`src/rtl/psfp_pkg.sv`:
```
// Purpose: Shared constants for the programmable synthesizer and frame pulse block
// Assumes: 100 MHz pclk, byte-wide registers on a 32-bit APB bus
// Notes: Register indices are word indices; the byte address is four times the index
package psfp_pkg;
   // Register indices
   localparam logic [7:0] PSFP_IDX_FREQ_LOW = 8'h38;
   localparam logic [7:0] PSFP_IDX_FREQ_HIGH = 8'h39;
   localparam logic [7:0] PSFP_IDX_COARSE = 8'h3A;
   localparam logic [7:0] PSFP_IDX_FINE = 8'h3D;
   localparam logic [7:0] PSFP_IDX_RATE = 8'h3E;
   localparam logic [7:0] PSFP_IDX_SHAPE = 8'h3F;
   localparam logic [7:0] PSFP_IDX_STATUS = 8'h30;

   // Reset values
   localparam logic [7:0] PSFP_RST_FREQ_LOW = 8'h00;
   localparam logic [7:0] PSFP_RST_FREQ_HIGH = 8'h01;
   localparam logic [7:0] PSFP_RST_COARSE = 8'h00;
   localparam logic [7:0] PSFP_RST_FINE = 8'h00;
   localparam logic [7:0] PSFP_RST_RATE = 8'h05;
   localparam logic [7:0] PSFP_RST_SHAPE = 8'h83;

   // Writable bit masks; other bits keep their reset value
   localparam logic [7:0] PSFP_WM_FREQ_LOW = 8'hFF;
   localparam logic [7:0] PSFP_WM_FREQ_HIGH = 8'h3F;
   localparam logic [7:0] PSFP_WM_COARSE = 8'h03;
   localparam logic [7:0] PSFP_WM_FINE = 8'hFF;
   localparam logic [7:0] PSFP_WM_RATE = 8'h0F;
   localparam logic [7:0] PSFP_WM_SHAPE = 8'hF3;

   // Shape register field positions
   localparam int PSFP_SHAPE_STYLE_BIT = 0;
   localparam int PSFP_SHAPE_EDGE_BIT = 1;
   localparam int PSFP_SHAPE_WIDTH_LSB = 4;
   localparam int PSFP_SHAPE_INVERT_BIT = 7;

   // Frame rate codes
   localparam logic [3:0] PSFP_RATE_166HZ = 4'h0;
   localparam logic [3:0] PSFP_RATE_400HZ = 4'h1;
   localparam logic [3:0] PSFP_RATE_1KHZ = 4'h2;
   localparam logic [3:0] PSFP_RATE_2KHZ = 4'h3;
   localparam logic [3:0] PSFP_RATE_4KHZ = 4'h4;
   localparam logic [3:0] PSFP_RATE_8KHZ = 4'h5;
   localparam logic [3:0] PSFP_RATE_64KHZ = 4'h7;
   localparam logic [3:0] PSFP_RATE_1HZ = 4'h8;

   // Frame periods in ns
   localparam longint PSFP_PER_166HZ_NS = 6000000;
   localparam longint PSFP_PER_400HZ_NS = 2500000;
   localparam longint PSFP_PER_1KHZ_NS = 1000000;
   localparam longint PSFP_PER_2KHZ_NS = 500000;
   localparam longint PSFP_PER_4KHZ_NS = 250000;
   localparam longint PSFP_PER_8KHZ_NS = 125000;
   localparam longint PSFP_PER_64KHZ_NS = 15625;
   localparam longint PSFP_PER_1HZ_NS = 1000000000;
   localparam longint PSFP_HIGH_1HZ_NS = 4000000;

   // Width codes and pulse widths in ps
   localparam logic [2:0] PSFP_WID_4M = 3'h0;
   localparam logic [2:0] PSFP_WID_8M = 3'h1;
   localparam logic [2:0] PSFP_WID_16M = 3'h2;
   localparam logic [2:0] PSFP_WID_32M = 3'h3;
   localparam logic [2:0] PSFP_WID_65M = 3'h4;
   localparam logic [2:0] PSFP_WID_PCLK = 3'h7;
   localparam longint PSFP_WID_4M_PS = 244141;
   localparam longint PSFP_WID_8M_PS = 122071;
   localparam longint PSFP_WID_16M_PS = 61036;
   localparam longint PSFP_WID_32M_PS = 30518;
   localparam longint PSFP_WID_65M_PS = 15259;
   localparam longint PSFP_CLK_PERIOD_PS = 10000;
   localparam logic [31:0] PSFP_WID_4M_CYC = 32'((PSFP_WID_4M_PS + PSFP_CLK_PERIOD_PS - 1) / PSFP_CLK_PERIOD_PS);
   localparam logic [31:0] PSFP_WID_8M_CYC = 32'((PSFP_WID_8M_PS + PSFP_CLK_PERIOD_PS - 1) / PSFP_CLK_PERIOD_PS);
   localparam logic [31:0] PSFP_WID_16M_CYC = 32'((PSFP_WID_16M_PS + PSFP_CLK_PERIOD_PS - 1) / PSFP_CLK_PERIOD_PS);
   localparam logic [31:0] PSFP_WID_32M_CYC = 32'((PSFP_WID_32M_PS + PSFP_CLK_PERIOD_PS - 1) / PSFP_CLK_PERIOD_PS);
   localparam logic [31:0] PSFP_WID_65M_CYC = 32'((PSFP_WID_65M_PS + PSFP_CLK_PERIOD_PS - 1) / PSFP_CLK_PERIOD_PS);

   // Synthesis step and fine phase step
   localparam longint PSFP_STEP_KHZ = 8;
   localparam longint PSFP_FINE_STEP_FS = 119200;
   localparam int PSFP_FINE_SHIFT = 20;

   // Frame generator states
   typedef enum logic [2:0] {
      PSFP_IDLE = 3'b001,
      PSFP_ARMED = 3'b010,
      PSFP_PULSE = 3'b100
   } psfp_state_t;
endpackage : psfp_pkg

```
`src/rtl/psfp_synth.sv`:
```
// Purpose: Programmable N x 8 kHz synthesizer with frame pulse generator behind an APB slave
// Assumes: Single pclk domain; the synthesized clock comes from a phase accumulator on pclk
// Notes: Output clock edges are quantised to pclk; jitter is one pclk period
`timescale 1ns/10ps
module psfp_synth
   import psfp_pkg::*;
#(
   parameter longint PCLK_HZ = 100000000,
   parameter int ADDR_W = 12
) (
   input wire logic pclk,
   input wire logic presetn,
   input wire logic psel,
   input wire logic penable,
   input wire logic pwrite,
   input wire logic [ADDR_W-1:0] paddr,
   input wire logic [31:0] pwdata,
   output logic [31:0] prdata,
   output logic pready,
   output logic pslverr,
   output logic synth_clk_out,
   output logic synth_frame_out
);
   // Accumulator modulus: one output period spans PCLK_HZ/1000 units
   localparam longint MOD = PCLK_HZ / 1000;
   localparam longint FINE_K = (PSFP_STEP_KHZ * PSFP_FINE_STEP_FS * MOD * (64'sd1 << PSFP_FINE_SHIFT))
                               / 64'sd1000000000000;

   // Frame periods in pclk cycles
   function automatic logic [31:0] ns_to_cyc(input longint ns);
      ns_to_cyc = 32'((ns * MOD) / 64'sd1000000);
   endfunction : ns_to_cyc

   localparam logic [31:0] PER_166HZ = ns_to_cyc(PSFP_PER_166HZ_NS);
   localparam logic [31:0] PER_400HZ = ns_to_cyc(PSFP_PER_400HZ_NS);
   localparam logic [31:0] PER_1KHZ = ns_to_cyc(PSFP_PER_1KHZ_NS);
   localparam logic [31:0] PER_2KHZ = ns_to_cyc(PSFP_PER_2KHZ_NS);
   localparam logic [31:0] PER_4KHZ = ns_to_cyc(PSFP_PER_4KHZ_NS);
   localparam logic [31:0] PER_8KHZ = ns_to_cyc(PSFP_PER_8KHZ_NS);
   localparam logic [31:0] PER_64KHZ = ns_to_cyc(PSFP_PER_64KHZ_NS);
   localparam logic [31:0] PER_1HZ = ns_to_cyc(PSFP_PER_1HZ_NS);
   localparam logic [31:0] HIGH_1HZ = ns_to_cyc(PSFP_HIGH_1HZ_NS);

   // Elaboration check; the decode needs paddr[9:2] plus at least one upper address bit
   if (ADDR_W < 11 || PCLK_HZ < 64'sd8000000 || PER_64KHZ < 32'd4) begin : g_param_check
      $error("psfp_synth: unsupported parameters");
   end

   // Masked write keeps reserved bits at their reset value
   function automatic logic [7:0] wr_mask(input logic [7:0] d, input logic [7:0] m, input logic [7:0] r);
      wr_mask = (d & m) | (r & ~m);
   endfunction : wr_mask

   // Frame period for a rate code; undefined codes fall back to 8 kHz
   function automatic logic [31:0] rate_period(input logic [3:0] code);
      case (code)
         PSFP_RATE_166HZ: rate_period = PER_166HZ;
         PSFP_RATE_400HZ: rate_period = PER_400HZ;
         PSFP_RATE_1KHZ: rate_period = PER_1KHZ;
         PSFP_RATE_2KHZ: rate_period = PER_2KHZ;
         PSFP_RATE_4KHZ: rate_period = PER_4KHZ;
         PSFP_RATE_8KHZ: rate_period = PER_8KHZ;
         PSFP_RATE_64KHZ: rate_period = PER_64KHZ;
         PSFP_RATE_1HZ: rate_period = PER_1HZ;
         default: rate_period = PER_8KHZ;
      endcase
   endfunction : rate_period

   // Pulse width in cycles for width codes 000 to 100; other codes use one cycle
   function automatic logic [31:0] width_cycles(input logic [2:0] code);
      case (code)
         PSFP_WID_4M: width_cycles = PSFP_WID_4M_CYC;
         PSFP_WID_8M: width_cycles = PSFP_WID_8M_CYC;
         PSFP_WID_16M: width_cycles = PSFP_WID_16M_CYC;
         PSFP_WID_32M: width_cycles = PSFP_WID_32M_CYC;
         PSFP_WID_65M: width_cycles = PSFP_WID_65M_CYC;
         default: width_cycles = 32'h0000_0001;
      endcase
   endfunction : width_cycles

   logic [7:0] freq_low_reg;
   logic [7:0] freq_high_reg;
   logic [7:0] coarse_reg;
   logic [7:0] fine_reg;
   logic [7:0] rate_reg;
   logic [7:0] shape_reg;
   logic [31:0] prdata_reg;
   logic pslverr_reg;
   logic [31:0] acc_reg;
   logic synth_clk_reg;
   logic synth_clk_d_reg;
   logic [31:0] per_cnt_reg;
   logic [31:0] wid_cnt_reg;
   logic frame_reg;
   logic frame_out_reg;
   psfp_state_t state_reg;
   psfp_state_t state_next;

   // APB decode
   wire [7:0] word_idx = paddr[9:2];
   wire setup = psel & ~penable;
   wire acc_wr = psel & penable & pwrite;
   wire hit_flow = word_idx == PSFP_IDX_FREQ_LOW;
   wire hit_fhigh = word_idx == PSFP_IDX_FREQ_HIGH;
   wire hit_coarse = word_idx == PSFP_IDX_COARSE;
   wire hit_fine = word_idx == PSFP_IDX_FINE;
   wire hit_rate = word_idx == PSFP_IDX_RATE;
   wire hit_shape = word_idx == PSFP_IDX_SHAPE;
   wire hit_status = word_idx == PSFP_IDX_STATUS;
   wire mapped = (paddr[ADDR_W-1:10] == '0) & (hit_flow | hit_fhigh | hit_coarse | hit_fine |
                 hit_rate | hit_shape | hit_status);

   // Shape fields
   wire frame_style_sel = shape_reg[PSFP_SHAPE_STYLE_BIT];
   wire frame_edge_sel = shape_reg[PSFP_SHAPE_EDGE_BIT];
   wire [2:0] frame_width_code = shape_reg[PSFP_SHAPE_WIDTH_LSB +: 3];
   wire frame_invert = shape_reg[PSFP_SHAPE_INVERT_BIT];
   wire [3:0] frame_rate_code = rate_reg[3:0];
   wire is_1hz = frame_rate_code == PSFP_RATE_1HZ;

   // Read mux; status shows live output and frame state
   wire [7:0] status_val = {5'h00, state_reg == PSFP_PULSE, synth_frame_out, synth_clk_out};
   wire [7:0] rd_byte = hit_flow ? freq_low_reg :
                        hit_fhigh ? freq_high_reg :
                        hit_coarse ? coarse_reg :
                        hit_fine ? fine_reg :
                        hit_rate ? rate_reg :
                        hit_shape ? shape_reg :
                        hit_status ? status_val : 8'h00;

   // Zero wait states; read data is latched in the setup cycle
   assign pready = 1'b1;
   assign prdata = prdata_reg;
   assign pslverr = pslverr_reg;

   always_ff @(posedge pclk or negedge presetn) begin
      if (!presetn) begin
         prdata_reg <= 32'h0000_0000;
         pslverr_reg <= 1'b0;
      end else if (setup) begin
         prdata_reg <= mapped ? {24'h00_0000, rd_byte} : 32'h0000_0000;
         pslverr_reg <= ~mapped;
      end
   end

   // Register writes; reserved bits hold their reset value
   always_ff @(posedge pclk or negedge presetn) begin
      if (!presetn) begin
         freq_low_reg <= PSFP_RST_FREQ_LOW;
         freq_high_reg <= PSFP_RST_FREQ_HIGH;
         coarse_reg <= PSFP_RST_COARSE;
         fine_reg <= PSFP_RST_FINE;
         rate_reg <= PSFP_RST_RATE;
         shape_reg <= PSFP_RST_SHAPE;
      end else if (acc_wr && mapped) begin
         if (hit_flow) freq_low_reg <= wr_mask(pwdata[7:0], PSFP_WM_FREQ_LOW, PSFP_RST_FREQ_LOW);
         if (hit_fhigh) freq_high_reg <= wr_mask(pwdata[7:0], PSFP_WM_FREQ_HIGH, PSFP_RST_FREQ_HIGH);
         if (hit_coarse) coarse_reg <= wr_mask(pwdata[7:0], PSFP_WM_COARSE, PSFP_RST_COARSE);
         if (hit_fine) fine_reg <= wr_mask(pwdata[7:0], PSFP_WM_FINE, PSFP_RST_FINE);
         if (hit_rate) rate_reg <= wr_mask(pwdata[7:0], PSFP_WM_RATE, PSFP_RST_RATE);
         if (hit_shape) shape_reg <= wr_mask(pwdata[7:0], PSFP_WM_SHAPE, PSFP_RST_SHAPE);
      end
   end

   // Multiplier N and accumulator increment, 8 units of 1 kHz per step
   wire [13:0] freq_mult = {freq_high_reg[5:0], freq_low_reg};
   wire [31:0] acc_inc = {15'h0000, freq_mult, 3'h0};
   wire [32:0] acc_sum = {1'b0, acc_reg} + {1'b0, acc_inc};
   wire [32:0] acc_wrap = acc_sum - 33'(MOD);
   wire [31:0] acc_next = (acc_sum >= 33'(MOD)) ? acc_wrap[31:0] : acc_sum[31:0];

   // Phase offsets: coarse in quarter periods, fine scaled by N so one step is constant in time
   wire signed [47:0] coarse_off = 48'(coarse_reg[1:0]) * 48'(MOD / 4);
   wire signed [47:0] fine_prod = 48'($signed(fine_reg)) * $signed({34'h0, freq_mult}) * 48'(FINE_K);
   wire signed [47:0] fine_off = fine_prod >>> PSFP_FINE_SHIFT;
   wire signed [47:0] phase_raw = $signed({16'h0000, acc_reg}) + coarse_off + fine_off;
   wire signed [47:0] phase_rem = phase_raw % 48'(MOD);
   wire signed [47:0] phase_mod = (phase_rem < 0) ? phase_rem + 48'(MOD) : phase_rem;
   wire clk_level = phase_mod >= 48'(MOD / 2);

   // Accumulator and synthesized clock; output comes straight from a flop
   always_ff @(posedge pclk or negedge presetn) begin
      if (!presetn) begin
         acc_reg <= 32'h0000_0000;
         synth_clk_reg <= 1'b0;
         synth_clk_d_reg <= 1'b0;
      end else begin
         acc_reg <= acc_next;
         synth_clk_reg <= clk_level;
         synth_clk_d_reg <= synth_clk_reg;
      end
   end

   assign synth_clk_out = synth_clk_reg;

   // Trigger edge of the synthesized clock; 1 Hz ignores the falling selection
   wire clk_rise = synth_clk_reg & ~synth_clk_d_reg;
   wire clk_fall = ~synth_clk_reg & synth_clk_d_reg;
   wire use_fall = frame_edge_sel & ~is_1hz;
   wire edge_hit = use_fall ? clk_fall : clk_rise;

   // Frame period counter
   wire [31:0] period = rate_period(frame_rate_code);
   wire per_wrap = per_cnt_reg >= period - 32'h0000_0001;

   // Pulse length: half period or 4 ms in clock style, width code in pulse style
   wire [31:0] half_len = is_1hz ? HIGH_1HZ : (period >> 1);
   wire [31:0] pulse_len = frame_style_sel ? width_cycles(frame_width_code) : half_len;
   wire one_clk_mode = frame_style_sel & (frame_width_code == PSFP_WID_PCLK);
   wire pulse_done = one_clk_mode ? edge_hit : (wid_cnt_reg <= 32'h0000_0001);

   // Frame state: armed on a period tick outside the pulse or in its last cycle, pulse starts on the selected clock edge
   always_comb begin
      state_next = state_reg;
      case (state_reg)
         PSFP_IDLE: begin
            if (per_wrap) state_next = PSFP_ARMED;
         end
         PSFP_ARMED: begin
            if (edge_hit) state_next = PSFP_PULSE;
         end
         PSFP_PULSE: begin
            if (pulse_done) state_next = per_wrap ? PSFP_ARMED : PSFP_IDLE;
         end
         default: state_next = PSFP_IDLE;
      endcase
   end

   always_ff @(posedge pclk or negedge presetn) begin
      if (!presetn) begin
         state_reg <= PSFP_IDLE;
         per_cnt_reg <= 32'h0000_0000;
         wid_cnt_reg <= 32'h0000_0000;
      end else begin
         state_reg <= state_next;
         per_cnt_reg <= per_wrap ? 32'h0000_0000 : per_cnt_reg + 32'h0000_0001;
         if (state_reg == PSFP_ARMED && edge_hit) begin
            wid_cnt_reg <= pulse_len;
         end else if (state_reg == PSFP_PULSE && wid_cnt_reg != 32'h0000_0000) begin
            wid_cnt_reg <= wid_cnt_reg - 32'h0000_0001;
         end
      end
   end

   // Polarity applied at the output flop so the pin never glitches
   assign frame_reg = state_reg == PSFP_PULSE;

   always_ff @(posedge pclk or negedge presetn) begin
      if (!presetn) begin
         frame_out_reg <= 1'b0;
      end else begin
         frame_out_reg <= frame_reg ^ frame_invert;
      end
   end

   assign synth_frame_out = frame_out_reg;
endmodule : psfp_synth

```
`config.mk`:
```
export PLATFORM = sky130hd
export DESIGN_NAME = psfp_synth
export DESIGN_NICKNAME = d
export VERILOG_FILES = /design/src/rtl/psfp_pkg.sv /design/src/rtl/psfp_synth.sv
export SDC_FILE = /design/constraint.sdc
export NUM_CORES = 1
export LEC_CHECK = 0
export ABC_AREA = 1
export BUFFER_PORTS_ARGS = -buffer_cell sky130_fd_sc_hd__clkbuf_2
export CORE_ASPECT_RATIO = 0.8
export CORE_MARGIN = 3
export CORE_UTILIZATION = 27
export CTS_CLUSTER_SIZE = 24
export DETAILED_ROUTE_END_ITERATION = 8
export GPL_ROUTABILITY_DRIVEN = 0
export SETUP_SLACK_MARGIN = 0.02
export SKIP_LAST_GASP = 1
export SLEW_MARGIN = 25
export SYNTH_ARGS = -nofsm -noshare
export SYNTH_HDL_FRONTEND = slang
export SYNTH_SLANG_ARGS = --single-unit
```
`constraint.sdc`:
```
create_clock -name pclk -period 41.2 [get_ports pclk]
set_input_delay 6.18 -clock pclk [delete_from_list [all_inputs] [get_ports pclk]]
set_output_delay 6.18 -clock pclk [all_outputs]
set_load 0.03 [all_outputs]
```
# Yosys cells after proc, flatten, opt, wreduce, memory -nomap -nowiden
# Memory sizes are Yosys's and may differ from the RTL's.
# Cells that the tools add are included.
# classes
addsub	8
mul	3
div	1
order_cmp	5
eq_ne	19
muxes	23
bitwise_logic	20
n_reduce_logical	14
# ops
operator	count
$mux 32	5
$add 32x17->33	2
$sub 32x1->32 const B	2
$eq 8x6->1 const B	7
$mux 8	7
$add 48x18->48 const B	1
$ge 48x17->1 const B	1
$lt 48x1->1 const B	1
$mod 48x18->48 const B	1
$mux 48	1
$mul 23x15->38 const B	1
$add 34x21->35	1
$ge 33x17->1 const B	1
$add 32x1->32 const B	1
$ge 32x32->1	1
$le 32x1->1 const B	1
$reduce_bool 32->1	1
$sub 32x17->32 const B	1
$mux 31	1
$pmux 5 s5	1
$mul 8x15->23	1
$mul 2x12->14 const B	1
$mux 3	4
$reduce_and 2->1	6
other kinds (18)	43
# totals
regBits	169
rom_bits	384
in_bits	49
output_inout_bits	36
wordCells	109
mem_count	1
# mem_list
memory	depth	width	rd	rd_ports_with_merged_regs	write_ports	line	source
(name not given)	16	24	1	0	0	psfp_synth.sv:56	case (code)

# Depth between registers and ports, before layout
# logic_depth
depth_word	10
mapped_depth	248
ltp_nobuf	241

# Least setup slack after synthesis
# OpenSTA, ideal clock, no wires.
# synth_path
kind	register -> register
from	register fine_reg[6]
to	register synth_clk_reg, in the netlist synth_clk_out
setup_ns	0.133
arrival_ns	26.857
t_required_ns	41.067
slack_ns	14.210
path_stages_with_launch	207
path_buffers	16
synth_period_minus_slack_ns	26.990
path_cell_list	dfrtp_1 -> clkbuf_1 -> clkbuf_1 -> nand2_1 -> fa_1 -> fa_1 -> inv_1 -> fa_1 -> inv_1 -> fa_1 -> inv_1 -> ha_1 -> a21oi_1 -> nand2_1 -> a21oi_1 -> o21bai_1 -> nand3_1 -> a21oi_1 -> [... 171 more ...] -> nand3_1 -> nand3_2 -> nand3_1 -> nand2_1 -> inv_1 -> ha_1 -> inv_1 -> nand2_1 -> nand2_1 -> nand2_2 -> nand2_1 -> nand2_1 -> nand2_1 -> nand2_1 -> nor2_1 -> nand2_1 -> nand2_1 -> a21oi_2
# synth_via
elab_chain_len	7
word_cells_on_any_way	8
cone_classes	add/sub (2); mul (2); div (1); order compare (2); mux (1)
# synth_lines
element	line	source
start, declared	psfp_synth.sv:84	logic [7:0] fine_reg;
start signal, assigned	psfp_synth.sv:159	if (hit_fine) fine_reg <= wr_mask(pwdata[7:0], PSFP_WM_FINE, PSFP_RST_FINE);
$mul 8x15->23 (*)	psfp_synth.sv:174	wire signed [47:0] fine_prod = 48'($signed(fine_reg)) * $signed({34'h0, freq_mult}) * 48'(FINE_K);
$mul 23x15->38 (*)	psfp_synth.sv:174	
$add 34x21->35 (*)	psfp_synth.sv:176	wire signed [47:0] phase_raw = $signed({16'h0000, acc_reg}) + coarse_off + fine_off;
$mod 48x18->48 (*)	psfp_synth.sv:177	wire signed [47:0] phase_rem = phase_raw % 48'(MOD);
$add 48x18->48 or $lt 48x1->1 (tied branches)	psfp_synth.sv:178	wire signed [47:0] phase_mod = (phase_rem < 0) ? phase_rem + 48'(MOD) : phase_rem;
$mux 48 (*)	psfp_synth.sv:178	
$ge 48x17->1 (*)	psfp_synth.sv:179	wire clk_level = phase_mod >= 48'(MOD / 2);
net clk_level	psfp_synth.sv:179	
end signal, assigned	psfp_synth.sv:189	synth_clk_reg <= clk_level;
end, declared	psfp_synth.sv:90	logic synth_clk_reg;
# The timed path passes the listed nets; every way through them passes the cells marked *.
# A chain may end at the register's enable or synchronous reset.

# Worst setup path after layout
# layout_path
from	register fine_reg[7]
to	register synth_clk_reg, in the netlist synth_clk_out
# The elaborated chain is that of the path after synthesis.

==> metrics.md <==
| Metric | Value |
|---|---|
| Status | completed |
| Clock Latency Late Sink | 0.44 ns |
| Maximum clock path buffer count | 2 |
| Initial Util | a little over a quarter |
| Post-synth top area share | between 10 and 15% |
| Critical Path Start Type | flop |
| Worst reg-to-reg setup slack | 7.76 ns |
| DR vias/cell | approximately 4.5 |
| Reg2Reg Launch Point | fine_reg[7] |
| Synth area leader | nand2_1 |
| EDFF count, synth | 0 |
| Fill cells | 13010 |
| Post_cts resized | 0 |
| RR Endpoint | synth_clk_out |
| Antenna-violating nets left | 0 |
| Avg Inst Size Synth | around 6.4 µm² |
| Crit path time final | around 33 ns |
| Post-CTS Setup Inserts | 0 |
| Unrepaired setup endpoints after global routing | no |
| Crit path max fanout | 31 |
| Bufs and invs on worst path | 18 |
| Max-cap violations | 0 |
| Synthesized flop and latch total | around 140 |
| Worst min-delay path category | flop to flop |
| CTS root buffer | clkbuf_16 |
| Top Ports | 85 |
| Setup crit start | fine_reg[7] |
| Fraction of layout cells with a size suffix above 1 | between 10% and 20% |
| Ant diodes | 0 |
| GRT Total Usage | about 13% |
| Worst Tran Pin Value | 0.7980 ns |
| Most frequent cells after synthesis | 1230 x nand2_1, 938 x inv_1, 409 x nor2_1, 397 x nand3_1, 279 x ha_1 |
| Crit-path most repeated cell | nand2_1 |
| DR pass1 iterations | 5 |
| CP max-delay cell | fa_1 |
| Yosys warnings | 0 |
| Area Growth Syn to Fin | 6.858% |
| Post-synth cell types | just under 80 |
| DR WL/cell | around 12 µm |
| # placed instances | around 6600 |
| Path depth of the worst reg2reg path | about 210 |
| Required @ worst endpoint | 41.50 ns |
| Data arrival, critical path | roughly 34 ns |
| Final Hold Slack | approximately 0.46 ns |
| Final wirelength | 79530 µm |
| Area of the multi-input gates | ~24000 µm² |
| Fin nets | 5518 |
| Die ar. | roughly 120000 µm² |
| Overflow left after global routing | 0 |
| Area after DPL | roughly 34000 µm² |
| Pins Over Slew Limit | 0 |
| Sequential area share after synthesis | 11.00% |
| # setup viols final | 0 |
| Flip-flop and latch area | approximately 3600 µm² |
| Crit path to | synth_clk_out |
| Largest net degree at the start of global routing | 75 |
| Synthesized area | roughly 32000 µm² |
| Fin Clk Skew | roughly 0.017 ns |
| Clock sink total | 142 |
| CP peak stage delay | between 0.5 and 0.6 ns |
| Count leader, synth | nand2_1 |
| Achievable Freq | between 20 and 30 MHz |
| Die Y | between 300 and 400 µm |
| Main synth FF type | dfrtp_1 |
| Final Cycle Share | 81.17% |
| Worst path top cell family by delay | simple AND/OR/NAND/NOR gates |
| Fin. Hold Viols | 0 |
| Number of global-route vias before repair | 27590 |
| Setup TNS | 0 ns |
| Residual DRC count | 0 |
| PortBufs | 33 |
| CP Class | flop to flop |
| Core ar. | between 100000 and 150000 µm² |
| Final instance area | 34610 µm² |
| DP HPWL | between 60000 and 70000 µm |
| First-pass GRT wire length | about 140000 µm |
| CTS Buf Count | 17 |
| Max transition margin | a little under half |
| CTS tree | done |
| Mapped Cells | just over 5000 |
| Non-filler cells, final | about 6600 |
| Drt initial violations | 1995 |
| Routed via count | roughly 30000 |
| Setup crit end kind | flop |
| Post-CTS Hold Buffers | 0 |
| Top cells by area, synth | nand2_1 14%, inv_1 11%, ha_1 11%, fa_1 11%, dfrtp_1 10% |
| CTS clock-pin slew for the worst setup and hold paths | approximately 0.07 ns |
| Critical path depth in cells | around 210 |
| FFs w/ async S/R, synth | 100.0% |
| Width of the die | ~390 µm |
| H-tree Lvls | 4 |
| Row count | ~110 |
| Initial antenna violation count | 0 |
## metal layers
layer / share of wire [%] / GRT usage (%) / wire, µm / vias up
met4: 0.84 / 1.626 / 668 / 0
met3: 4.3 / 0.9272 / 3430 / 51
met1: 54 / 20.31 / 43130 / 13660
met2: 41 / 18.86 / 32300 / 583
li1: - / - / - / 15620
met5: 0 / 0 / 0 / -
## metrics by stage
stage / util, % / worst slack, ns
6_report: 29.36 / 7.758
5_1_grt: 29.36 / 4.024
4_1_cts: 29.36 / 7.585
3_5_place_dp: 28.83 / 7.661
3_3_place_gp: 28.83 / 8.214
2_1_floorplan: - / 14.21
## area by class of cell
class,count,share of cell area (%)
Multi-Input combinational cell,3812,70.47
Inverter,1009,11.05
Sequential cell,142,10.29
Tap cell,1596,5.770
Clock buffer,17,1.229
Timing Repair Buffer,38,0.6147
Clock inverter,15,0.5749
## cell families after synthesis
family | share of synthesized area, %
fa+ha+maj | 21.29
flops | 11.00
simple gates | 37.02
compound gates | 9.640
buf+inv | 14.06
xor+xnor | 6.970
other cells | 0.02319
## how the worst min path moves through the flow
| stage | to | cells after the start | slack (ns) | startpoint |
|---|---|---|---|---|
| floorplan | wid_cnt_reg[31] | 1 | 0.43 | wid_cnt_reg[31] |
| global placement | wid_cnt_reg[31] | 1 | 0.46 | wid_cnt_reg[31] |
| detailed placement | wid_cnt_reg[31] | 1 | 0.46 | wid_cnt_reg[31] |
| CTS | wid_cnt_reg[31] | 1 | 0.47 | wid_cnt_reg[31] |
| global route | wid_cnt_reg[31] | 1 | 0.50 | wid_cnt_reg[31] |
| finish | wid_cnt_reg[31] | 1 | 0.46 | wid_cnt_reg[31] |
## cell usage in the layout (no fill, tap or decap), drive strengths merged, types with 10 or more instances in the layout
cell type / count
nand3b: 22
a31oi: 21
o21ai: 213
inv: 1006
xor2: 196
a21o: 10
dfrtp: 135
nor2: 470
a21oi: 199
nand4: 53
xnor2: 57
or2: 11
clkbuf: 49
nor3: 50
nand3: 431
o211ai: 17
fa: 170
clkinv: 13
conb: 32
nor4: 13
nand2: 1485
o22ai: 10
ha: 279
o21bai: 13
Power is not shown: default switching activity piles up to over one toggle a cycle in this logic, so the estimate is an artifact.
